### config.mk
export PLATFORM = sky130hd
export DESIGN_NAME = compact_timer
export DESIGN_NICKNAME = d
export VERILOG_FILES = /design/src/compact_timer.v /design/src/compact_timer_tick.v /design/src/compact_timer_regs.v
export VERILOG_INCLUDE_DIRS = /design/src
export SDC_FILE = /design/constraint.sdc
export NUM_CORES = 1
export LEC_CHECK = 0
export BUFFER_PORTS_ARGS = -buffer_cell sky130_fd_sc_hd__buf_4
export CORE_ASPECT_RATIO = 1.1
export CORE_MARGIN = 3
export CORE_UTILIZATION = 50
export DETAILED_ROUTE_END_ITERATION = 10
export PLACE_DENSITY = 0.71
export REMOVE_ABC_BUFFERS = 1
export SYNTH_ARGS = -nofsm -noshare
export SYNTH_HDL_FRONTEND = slang
export SYNTH_SLANG_ARGS = --single-unit
export TNS_END_PERCENT = 30
### constraint.sdc
create_clock -name ref_clk -period 5.4 [get_ports ref_clk]
set_clock_uncertainty 0.05 [all_clocks]
set_input_delay 1.08 -clock ref_clk [delete_from_list [all_inputs] [get_ports ref_clk]]
set_output_delay 1.08 -clock ref_clk [all_outputs]
set_load 0.05 [all_outputs]
### src/compact_timer_consts.vh
// Register map, field positions and codes for the compact timer
`ifndef COMPACT_TIMER_CONSTS_VH
`define COMPACT_TIMER_CONSTS_VH

`define CT_ADDR_W 3
`define CT_OFF_CTRL0 3'h0
`define CT_OFF_CTRL1 3'h1
`define CT_OFF_CNT_LO 3'h2
`define CT_OFF_CNT_HI 3'h3
`define CT_OFF_CMPA_LO 3'h4
`define CT_OFF_CMPA_HI 3'h5
`define CT_OFF_CMPP 3'h6
`define CT_OFF_FLAGS 3'h7

`define CT_CTRL0_RST 8'h00
`define CT_CTRL1_RST 8'h00
`define CT_CTRL0_MASK 8'hf8

`define CT_B_PAUSE 7
`define CT_B_RUN 3
`define CT_B_CLR_SRC 0
`define CT_B_SWAP 1
`define CT_B_INVERT 2
`define CT_B_INIT 3
`define CT_B_FLAG_A 0
`define CT_B_FLAG_P 1

`define CT_MODE_CMP 2'h0
`define CT_MODE_PWM 2'h2
`define CT_MODE_TMR 2'h3

`define CT_ACT_KEEP 2'h0
`define CT_ACT_LOW 2'h1
`define CT_ACT_HIGH 2'h2
`define CT_ACT_TOGGLE 2'h3

`define CT_CLK_SYS4 3'h0
`define CT_CLK_SYS 3'h1
`define CT_CLK_H16 3'h2
`define CT_CLK_H64 3'h3
`define CT_CLK_TBC 3'h4
`define CT_CLK_H8 3'h5
`define CT_CLK_EXT_RISE 3'h6
`define CT_CLK_EXT_FALL 3'h7

`endif

### src/compact_timer.v
// Compact 16-bit timer with compare-match, PWM and timer/counter modes
`timescale 1ns/1ns
`default_nettype none
`include "compact_timer_consts.vh"
module compact_timer (
  // Clock and reset
  input wire ref_clk,
  input wire rst,
  // Register port
  input wire [2:0] addr,
  input wire [7:0] wdata,
  input wire wr,
  input wire rd,
  output wire [7:0] rdata,
  // Counting clock sources
  input wire high_clk_tick,
  input wire time_base_tick,
  input wire external_count_input,
  // Output pin and flags
  output reg timer_output_pin,
  output reg timer_output_en,
  output reg match_a_flag,
  output reg match_p_flag
);
  wire [7:0] ctrl0;
  wire [7:0] ctrl1;
  wire [15:0] compare_a_value;
  wire [7:0] compare_p_value;
  wire [1:0] flag_clr;
  wire tick;
  reg [15:0] count_ff;
  reg run_d_ff;
  reg level_ff;
  reg [15:0] nxt_count;
  reg nxt_level;
  reg pin_raw;
  reg a_match;
  reg p_match;
  reg clr;
  reg set_a;
  reg set_p;
  reg pwm_on;

  wire run_enable = ctrl0[`CT_B_RUN];
  wire counter_pause = ctrl0[`CT_B_PAUSE];
  wire [2:0] count_clock_select = ctrl0[6:4];
  wire [1:0] mode = ctrl1[7:6];
  wire [1:0] output_action = ctrl1[5:4];
  wire output_initial_level = ctrl1[`CT_B_INIT];
  wire output_invert = ctrl1[`CT_B_INVERT];
  wire period_duty_swap = ctrl1[`CT_B_SWAP];
  wire clear_source_select = ctrl1[`CT_B_CLR_SRC];
  wire run_rise = run_enable && !run_d_ff;
  wire active = run_enable && !counter_pause && tick;

  compact_timer_regs u_regs (
    .ref_clk(ref_clk),
    .rst(rst),
    .addr(addr),
    .wdata(wdata),
    .wr(wr),
    .rd(rd),
    .rdata_ff(rdata),
    .count(count_ff),
    .flags({match_p_flag, match_a_flag}),
    .ctrl0_ff(ctrl0),
    .ctrl1_ff(ctrl1),
    .cmpa_ff(compare_a_value),
    .cmpp_ff(compare_p_value),
    .flag_clr(flag_clr)
  );

  compact_timer_tick u_tick (
    .ref_clk(ref_clk),
    .rst(rst),
    .run(run_enable),
    .sel(count_clock_select),
    .high_clk_tick(high_clk_tick),
    .time_base_tick(time_base_tick),
    .external_count_input(external_count_input),
    .tick(tick)
  );

  // Match detection on the value reached after this tick
  always @* begin
    nxt_count = count_ff + 16'h0001;
    // P compares the top byte; zero means a full 65536 wrap
    // Nonzero P matches as the count reaches P*256, a 256*P period
    if (compare_p_value == 8'h00)
      p_match = (count_ff == 16'hffff);
    else
      p_match = (nxt_count == {compare_p_value, 8'h00});
    // A reaching zero never matches; counter wraps at FFFF
    a_match = (compare_a_value != 16'h0000) &&
              (nxt_count == compare_a_value);
    clr = 1'b0;
    set_a = 1'b0;
    set_p = 1'b0;
    if (active) begin
      if (mode == `CT_MODE_PWM) begin
        // Period source clears the counter
        clr = period_duty_swap ? a_match : p_match;
        set_a = a_match;
        set_p = p_match;
      end else if (clear_source_select) begin
        clr = a_match;
        set_a = a_match;
      end else begin
        clr = p_match;
        set_a = a_match;
        set_p = p_match;
      end
    end
  end

  // Compare-mode pin level and PWM waveform
  always @* begin
    nxt_level = level_ff;
    pwm_on = 1'b0;
    if (run_rise)
      nxt_level = output_initial_level;
    else if (mode == `CT_MODE_CMP && set_a) begin
      // Only A matches touch the pin
      case (output_action)
        `CT_ACT_LOW: nxt_level = 1'b0;
        `CT_ACT_HIGH: nxt_level = 1'b1;
        `CT_ACT_TOGGLE: nxt_level = !level_ff;
        default: nxt_level = level_ff;
      endcase
    end
    // Duty compare: duty at or above period gives full duty
    if (period_duty_swap)
      pwm_on = (compare_p_value == 8'h00) ||
               (count_ff < {compare_p_value, 8'h00});
    else
      pwm_on = (count_ff < compare_a_value) ||
               ((compare_p_value != 8'h00) &&
                (compare_a_value >= {compare_p_value, 8'h00}));
    pin_raw = level_ff;
    if (mode == `CT_MODE_PWM) begin
      // Initial level bit is the active polarity
      case (output_action)
        `CT_ACT_KEEP: pin_raw = !output_initial_level;
        `CT_ACT_LOW: pin_raw = output_initial_level;
        `CT_ACT_HIGH:
          pin_raw = (pwm_on && run_enable) ? output_initial_level :
                    !output_initial_level;
        default: pin_raw = !output_initial_level;
      endcase
    end
  end

  always @(posedge ref_clk or posedge rst) begin
    if (rst) begin
      count_ff <= 16'h0000;
      run_d_ff <= 1'b0;
      level_ff <= 1'b0;
      match_a_flag <= 1'b0;
      match_p_flag <= 1'b0;
      timer_output_pin <= 1'b0;
      timer_output_en <= 1'b0;
    end else begin
      run_d_ff <= run_enable;
      if (run_rise)
        count_ff <= 16'h0000;
      else if (active) begin
        if (clr)
          count_ff <= 16'h0000;
        else
          count_ff <= nxt_count;
      end
      level_ff <= nxt_level;
      // Set wins over a software clear in the same cycle
      match_a_flag <= set_a | (match_a_flag & ~flag_clr[`CT_B_FLAG_A]);
      match_p_flag <= set_p | (match_p_flag & ~flag_clr[`CT_B_FLAG_P]);
      // Timer mode leaves the pin to other functions
      timer_output_en <= (mode == `CT_MODE_CMP) ||
                         (mode == `CT_MODE_PWM);
      timer_output_pin <= pin_raw ^ output_invert;
    end
  end
endmodule
`default_nettype wire

### src/compact_timer_tick.v
// Counting tick generator: prescaled internal clocks and external edges
`timescale 1ns/1ns
`default_nettype none
`include "compact_timer_consts.vh"
module compact_timer_tick (
  // Clock and reset
  input wire ref_clk,
  input wire rst,
  // Control
  input wire run,
  input wire [2:0] sel,
  input wire high_clk_tick,
  input wire time_base_tick,
  input wire external_count_input,
  // Tick out
  output reg tick
);
  reg [5:0] div_ff;
  reg ext_ff;
  reg [5:0] nxt_div;

  always @* begin
    nxt_div = div_ff + 6'h01;
  end

  always @(posedge ref_clk or posedge rst) begin
    if (rst) begin
      div_ff <= 6'h00;
      ext_ff <= 1'b0;
    end else begin
      ext_ff <= external_count_input;
      if (!run)
        div_ff <= 6'h00;
      else if (sel == `CT_CLK_SYS4 || high_clk_tick)
        div_ff <= nxt_div;
    end
  end

  // Select one active tick per counting clock period
  always @* begin
    case (sel)
      `CT_CLK_SYS4: tick = (div_ff[1:0] == 2'h3);
      `CT_CLK_SYS: tick = 1'b1;
      `CT_CLK_H16: tick = high_clk_tick && (div_ff[3:0] == 4'hf);
      `CT_CLK_H64: tick = high_clk_tick && (div_ff == 6'h3f);
      `CT_CLK_TBC: tick = time_base_tick;
      `CT_CLK_H8: tick = high_clk_tick && (div_ff[2:0] == 3'h7);
      `CT_CLK_EXT_RISE: tick = external_count_input && !ext_ff;
      default: tick = !external_count_input && ext_ff;
    endcase
  end
endmodule
`default_nettype wire

### src/compact_timer_regs.v
// Byte register file with the shared low-byte buffer
`timescale 1ns/1ns
`default_nettype none
`include "compact_timer_consts.vh"
module compact_timer_regs (
  // Clock and reset
  input wire ref_clk,
  input wire rst,
  // Register port
  input wire [2:0] addr,
  input wire [7:0] wdata,
  input wire wr,
  input wire rd,
  output reg [7:0] rdata_ff,
  // Block state
  input wire [15:0] count,
  input wire [1:0] flags,
  output reg [7:0] ctrl0_ff,
  output reg [7:0] ctrl1_ff,
  output reg [15:0] cmpa_ff,
  output reg [7:0] cmpp_ff,
  output reg [1:0] flag_clr
);
  reg [7:0] buf_ff;

  always @* begin
    flag_clr = 2'h0;
    if (wr && addr == `CT_OFF_FLAGS)
      flag_clr = wdata[1:0];
  end

  always @(posedge ref_clk or posedge rst) begin
    if (rst) begin
      ctrl0_ff <= `CT_CTRL0_RST;
      ctrl1_ff <= `CT_CTRL1_RST;
      cmpa_ff <= 16'h0000;
      cmpp_ff <= 8'h00;
      buf_ff <= 8'h00;
      rdata_ff <= 8'h00;
    end else begin
      if (wr) begin
        if (addr == `CT_OFF_CTRL0)
          ctrl0_ff <= wdata & `CT_CTRL0_MASK;
        else if (addr == `CT_OFF_CTRL1)
          ctrl1_ff <= wdata;
        else if (addr == `CT_OFF_CMPA_LO)
          buf_ff <= wdata;
        else if (addr == `CT_OFF_CMPA_HI)
          cmpa_ff <= {wdata, buf_ff};
        else if (addr == `CT_OFF_CMPP)
          cmpp_ff <= wdata;
      end
      rdata_ff <= 8'h00;
      if (rd) begin
        if (addr == `CT_OFF_CTRL0)
          rdata_ff <= ctrl0_ff;
        else if (addr == `CT_OFF_CTRL1)
          rdata_ff <= ctrl1_ff;
        else if (addr == `CT_OFF_CNT_LO || addr == `CT_OFF_CMPA_LO)
          rdata_ff <= buf_ff;
        else if (addr == `CT_OFF_CNT_HI) begin
          rdata_ff <= count[15:8];
          buf_ff <= count[7:0];
        end else if (addr == `CT_OFF_CMPA_HI) begin
          rdata_ff <= cmpa_ff[15:8];
          buf_ff <= cmpa_ff[7:0];
        end else if (addr == `CT_OFF_CMPP)
          rdata_ff <= cmpp_ff;
        else
          rdata_ff <= {6'h00, flags};
      end
    end
  end
endmodule
`default_nettype wire

==> impl_metrics.toml, run 1 <==
[clocking]
post_cts_buffers = 0
cts_resized = 0
cts_buffers = 9
clock_latency_ps = 340
htreeDepth = 3
cts_tree = "done"
clk_path_buf_depth = 2
hold_buffers = 0
path_clk_slew_ps = 70
cts-root-buf = "clkbuf_16"
cts_sinks = 82

[run_status]
status = "finished, final reports clean"

[synthesis]
synth-xor-area-share_pct = 5.41
synth_top_family_by_area = "simple AND/OR/NAND/NOR gates"
synth_area_leaders = "dfrtp_1, ha_1, mux2_2"
ys_warn_count = 0
synth_mux_area_share_pct = 8.85
syn-cell-area_mm2 = 0.00611
syn_area_per_cell_um2 = 8.95
seq_area_frac_synth_pct = 33.6
synth-compound-area-share_pct = 18.3
netlist_instances = 683
synth_top_area_share_pct = 33.6
yosys.area_share.adder_pct = 7.58
yosysUniqueCellTypes = 66
ys_ff_latch = 82
yosys.area.top_type = "dfrtp_1"
yosys.area_share.simple_pct = 21.1
synth_edf_count = 0
async_reset_ff_share_pct = 100
synthFlopType = "dfrtp_1"

[routing]
drtIter0Drc = 634
vias = 5518
drt_wl_total_um = 18500
drtPass1Iterations = 5
route.detailed.drc = 0
final_antenna_net_count = 0
avgViaCountPerCell = 6.55
wl_per_cell_um = 22.0

[power]
power_density_mw_per_mm2 = 333
seq_power_share_pct = 39.3
pwr-share-comb_pct = 32.9
power_frac_clock_pct = 27.8
p_sw_w = 0.000849
p_int_w = 0.00137
leakagePower_nw = 2.91
peakVddDrop_uv = 191
swShare_pct = 38.2

[cells_and_area]
fin_area_mm2 = 0.00666
nets = 743
mostFrequentLayoutCells = "dfrtp_1, a21oi_1, nand2_1"
drive_gt1_share_pct = 14.3
final_common_cell = "dfrtp_1"
area_growth_pct = 9.03
fin_cells = 843
antennaDiodeCount = 0

[sta]
maxSlewViolCount = 0
setup_tns_ps = 0
min_period_over_period_pct = 76.3
fin_crit_ps = 4120
setup_viol = 0
hold_viol = 0
grt_setup_unrepaired = "false"
timing.hold.ws_ps = 477
maxSlewHeadroom_pct = 27.9
worstMarginPinSlew_ps = 1080
fmax_ghz = 0.243

[placement]
dp_hpwl_um = 13600
dp.cells = 827
place_area_mm2 = 0.00637
port_buffers = 29
routabilityCongestion = 0.951

[critical_path]
critPathMaxStageDelay_ps = 810
cp.required_ps = 5550
crit_family = "simple AND/OR/NAND/NOR gates"
cp_num_buf_inv = 0
cp-end-kind = "flop"
arrival_ps = 4270
startpoint_type = "flop"
critical_path_class = "reg -> reg"
crit_chain = "nand4_4 -> or4_1 -> a211o_1 -> a2111oi_2 -> and4_1 -> nand2_1 -> nand4_2 -> o22ai_1"
cp_slowest_cell = "or4_1"
crit_fanout = 16

[global_route]
globalRouteMet2Util_pct = 44.1
busiest_layer = "met2"
grt_pass1_vias = 5139
track_usage_pct = 27.3
gr-usage-met1_pct = 38.2
globalRouteMet3Util_pct = 3.58
grt_max_degree = 52
antenna_found_initial = 0
grt_pass1_wl_um = 29100
grt_remaining_overflow = 0

[floorplan]
coreArea_mm2 = 0.0117
fp.dieH_um = 122
die_x_um = 111
dieArea_mm2 = 0.0136
start_util_pct = 52.2
io_pins = 30
num_rows = 41

[hold_path]
hold_path_class = "reg -> reg"

[run]
drv_cap = 0
## power groups by stage
stage / Combinational [W] / Clock, W / Sequential (W)
after floorplan: 0.000488 / 0 / 0.000852
after global placement: 0.000703 / 0 / 0.000874
after detailed placement: 0.000718 / 0 / 0.000877
after CTS: 0.000723 / 0.000623 / 0.000866
after global routing: 0.000801 / 0.000653 / 0.000887
final: 0.000730 / 0.000617 / 0.000873
## metrics by stage
step / power (W) / setup slack [ps] / utilization, %
after detailed placement: 0.00159 / 1420 / 54.4
final: 0.00222 / 1280 / 57.0
after global placement: 0.00158 / 1410 / 54.4
after floorplan: 0.00134 / 2160 / -
after CTS: 0.00221 / 1410 / 57.0
after global routing: 0.00234 / 1090 / 57.0
## registers in the layout (all words and copies together), names as in the netlist, 5 cells and up
| signal | cells |
|---|---|
| u_regs.buf_ff | 8 |
| u_regs.ctrl1_ff | 8 |
| count_ff | 16 |
| u_tick.div_ff | 6 |
| u_regs.cmpp_ff | 8 |
| u_regs.ctrl0_ff | 5 |
| u_regs.cmpa_ff | 16 |
| u_regs.rdata_ff | 8 |
## layout make-up
cell class,instances,area [um2]
inverters,38,144
repair buffers,32,240
flip-flops and latches,82,2050
clock buffers,10,229
clock inverters,6,65.1
well taps,150,188
multi-input cells,525,3740
fillers,1058,5030
## metal layers
layer / part of all wire (%) / up-vias / wire length (um)
li1: - / 2550 / -
met1: 44 / 2679 / 8150
met2: 47 / 255 / 8620
met3: 6.9 / 34 / 1280
met4: 2.6 / 0 / 486
met5: 0 / - / 0
## final timing paths
| path | slack (ps) | start | endpoint | depth (start not counted) |
|---|---|---|---|---|
| max | 1280 | count_ff[5] | count_ff[15] | 8 |
| max in group asynchronous | 3480 | rst | match_p_flag | 3 |
| min in group asynchronous | 870 | rst | timer_output_pin | 2 |
| min | 480 | u_regs.ctrl1_ff[6] | timer_output_en | 1 |
| max reg2reg | 1280 | count_ff[5] | count_ff[15] | 8 |
| min reg2reg | 480 | u_regs.ctrl1_ff[6] | timer_output_en | 1 |
## cell families after synthesis
| group | count (synthesis) |
|---|---|
| AND/OR/NAND/NOR | 233 |
| AO/OA/AOI/OAI | 173 |
| flip-flops | 82 |
| buffers and inverters | 76 |
| multiplexers | 49 |
| adder cells (fa/ha/maj) | 37 |
| XOR/XNOR | 33 |
## cell usage after synthesis (all sizes together) (6+ instances only)
library cell and count:
nand4 16, mux2i 12, o22ai 17, mux2 37, a21boi 7, nor2b 11, a21o 11, a21oi 51
o21a 6, nand3 17, ha 37, and3 8, o21ai 27, a211oi 6, nor4 25, nor2 38
nor3 38, and2 7, nand2 45, o31ai 17, clkbuf 23, xnor2 23, xor2 7, nand2b 7
buf 15, and4 6, inv 38, dfrtp 82
(Power assumes the default switching activity.)
==> run 2: changes to the inputs <==
Settings changed: ABC_AREA set to 1.
Clock period 5.4 ns to 4 ns, I/O delays scaled along.
==> impl_metrics.toml, run 2 <==
[clocking]
cts_tree = "done"
cts-root-buf = "clkbuf_16"
cts_buffers = 9
path_clk_slew_ps = 60
post_cts_buffers = 0
htreeDepth = 3
clock_latency_ps = 340
hold_buffers = 0
cts_resized = 0
clk_path_buf_depth = 2
cts_sinks = 82

[placement]
dp_hpwl_um = 12800
port_buffers = 29
routabilityCongestion = 1.01
place_ws_ps = 1380

[synthesis]
ys_ff_latch = 82
synth_top_area_share_pct = 36.8
seq_area_frac_synth_pct = 36.8
async_reset_ff_share_pct = 100
synthFlopType = "dfrtp_1"
netlist_instances = 776
yosys.area.top_type = "dfrtp_1"
yosysUniqueCellTypes = 36
syn_area_per_cell_um2 = 7.19
synth_edf_count = 0
synth_area_leaders = "dfrtp_1, nand2_1, ha_1"
syn-cell-area_mm2 = 0.00558
ys_warn_count = 0
synthTopCellsByCount = "nand2_1, inv_1, dfrtp_1"
synth_most_common_cell = "nand2_1"

[sta]
min_period_over_period_pct = 64.7
grt_setup_unrepaired = "false"
worst_slack_ps = 1410
maxSlewHeadroom_pct = 31.2
setup_viol = 0
fmax_ghz = 0.387
hold_viol = 0
maxSlewViolCount = 0
fin_crit_ps = 2590
worstMarginPinSlew_ps = 1030
setup_tns_ps = 0

[power]
leakagePower_nw = 3.19
power_w = 0.00283
peakVddDrop_uv = 321
power_density_mw_per_mm2 = 453

[cells_and_area]
drive_gt1_share_pct = 10.5
top_regs = "count_ff: 16 flops, u_regs.cmpa_ff: 16 flops"
mostFrequentLayoutCells = "nand2_1, inv_1, dfrtp_1"
nFillCells = 1045
nets = 860
register_area_mm2 = 0.00205
final_core_utilization_pct = 58.7
final_common_cell = "nand2_1"
area_growth_pct = 11.9
multiInputGateArea_mm2 = 0.00308
antennaDiodeCount = 0

[routing]
wl_per_cell_um = 17.7
drtIter0Drc = 538
drtPass1Iterations = 5
route.detailed.drc = 0
avgViaCountPerCell = 5.67
final_antenna_net_count = 0
vias = 5398
drt_wl_total_um = 16900

[critical_path]
cp_num_buf_inv = 0
startpoint_type = "flop"
r2r_cells = 14
critPathMaxStageDelay_ps = 460
cp_common_cell = "nand2_1"
rrSetupSlack_ps = 1410
crit_family = "simple AND/OR/NAND/NOR gates"
arrival_ps = 2760
critical_path_depth = 14
critical_path_class = "reg -> reg"
crit_chain = "ha_1 -> nand2_2 -> nor2_8 -> nand3_2 -> o21ai_1 -> nand2_1 -> nand2_1 -> nand2_1 -> nor2_1 -> nand3_1 -> nor2_1 -> nand4_1 -> nand3_1 -> nand2_1"
cp.required_ps = 4180
cp_slowest_cell = "dfrtp_1"
cp-end-kind = "flop"
crit_fanout = 6

[floorplan]
start_util_pct = 52.5
fp.dieH_um = 117
dieArea_mm2 = 0.0125
num_rows = 39
die_x_um = 107
io_pins = 30
coreArea_mm2 = 0.0106

[global_route]
grt_max_degree = 58
grt_pass1_wl_um = 27100
track_usage_pct = 28.1
grt_pass1_vias = 5241
grt_remaining_overflow = 0
antenna_found_initial = 0

[run]
drv_cap = 0

[run_status]
status = "finished, final reports clean"

[hold_path]
hold_path_class = "reg -> reg"
holdPathStages = 1
-- run 2: kinds of logic after synthesis --
kind of cell / Yosys count / share of synthesized area, %
DFF: 82 / 36.8
AOI/OAI and AO/OA: 153 / 16.2
and+or+nand+nor: 385 / 30.0
adders and majority gates: 37 / 8.30
buffers and inverters: 115 / 8.09
xor gates and xnor gates: 4 / 0.628
-- run 2: worst paths after layout --
path | startpoint | end
setup / recovery | count_ff[1] | level_ff
hold / removal | u_regs.ctrl1_ff[6] | timer_output_en
setup reg to reg | count_ff[1] | level_ff
hold reg to reg | u_regs.ctrl1_ff[6] | timer_output_en
max in group asynchronous | rst | count_ff[0]
min in group asynchronous | rst | u_regs.ctrl1_ff[6]
-- run 2: cell type report --
type                            count  share of cell area [%]
Multi-Input combinational cell    579                    49.3
Sequential cell                    82                    32.9
Inverter                          101                    6.13
Timing Repair Buffer               32                    3.85
Clock buffer                        9                    3.61
Tap cell                          143                    2.86
Clock inverter                      6                    1.44
-- run 2: routing by layer --
metal | routed length [um] | global-route usage [%] | vias up
met2 | 7890 | 47.4 | 223
met1 | 7360 | 37.3 | 2490
met5 | 0 | 0 | -
met4 | 477 | 10.1 | 0
li1 | - | - | 2642
met3 | 1160 | 4.11 | 43
-- run 2: power breakdown --
| part | internal, W | switching (W) |
|---|---|---|
| clock | 0.000547 | 0.000355 |
| combinational | 0.000275 | 0.000558 |
| sequential | 0.000960 | 0.000138 |
| total | 0.00178 | 0.00105 |
-- run 2: through the flow --
stage | hold slack (ps) | cells | area [um2]
2_1_floorplan | 382 | 762 | 5510
3_3_place_gp | 420 | 937 | 5930
3_5_place_dp | 429 | 937 | 5930
4_1_cts | 445 | 952 | 6250
5_1_grt | 471 | 952 | 6250
6_report | 443 | 952 | 6250
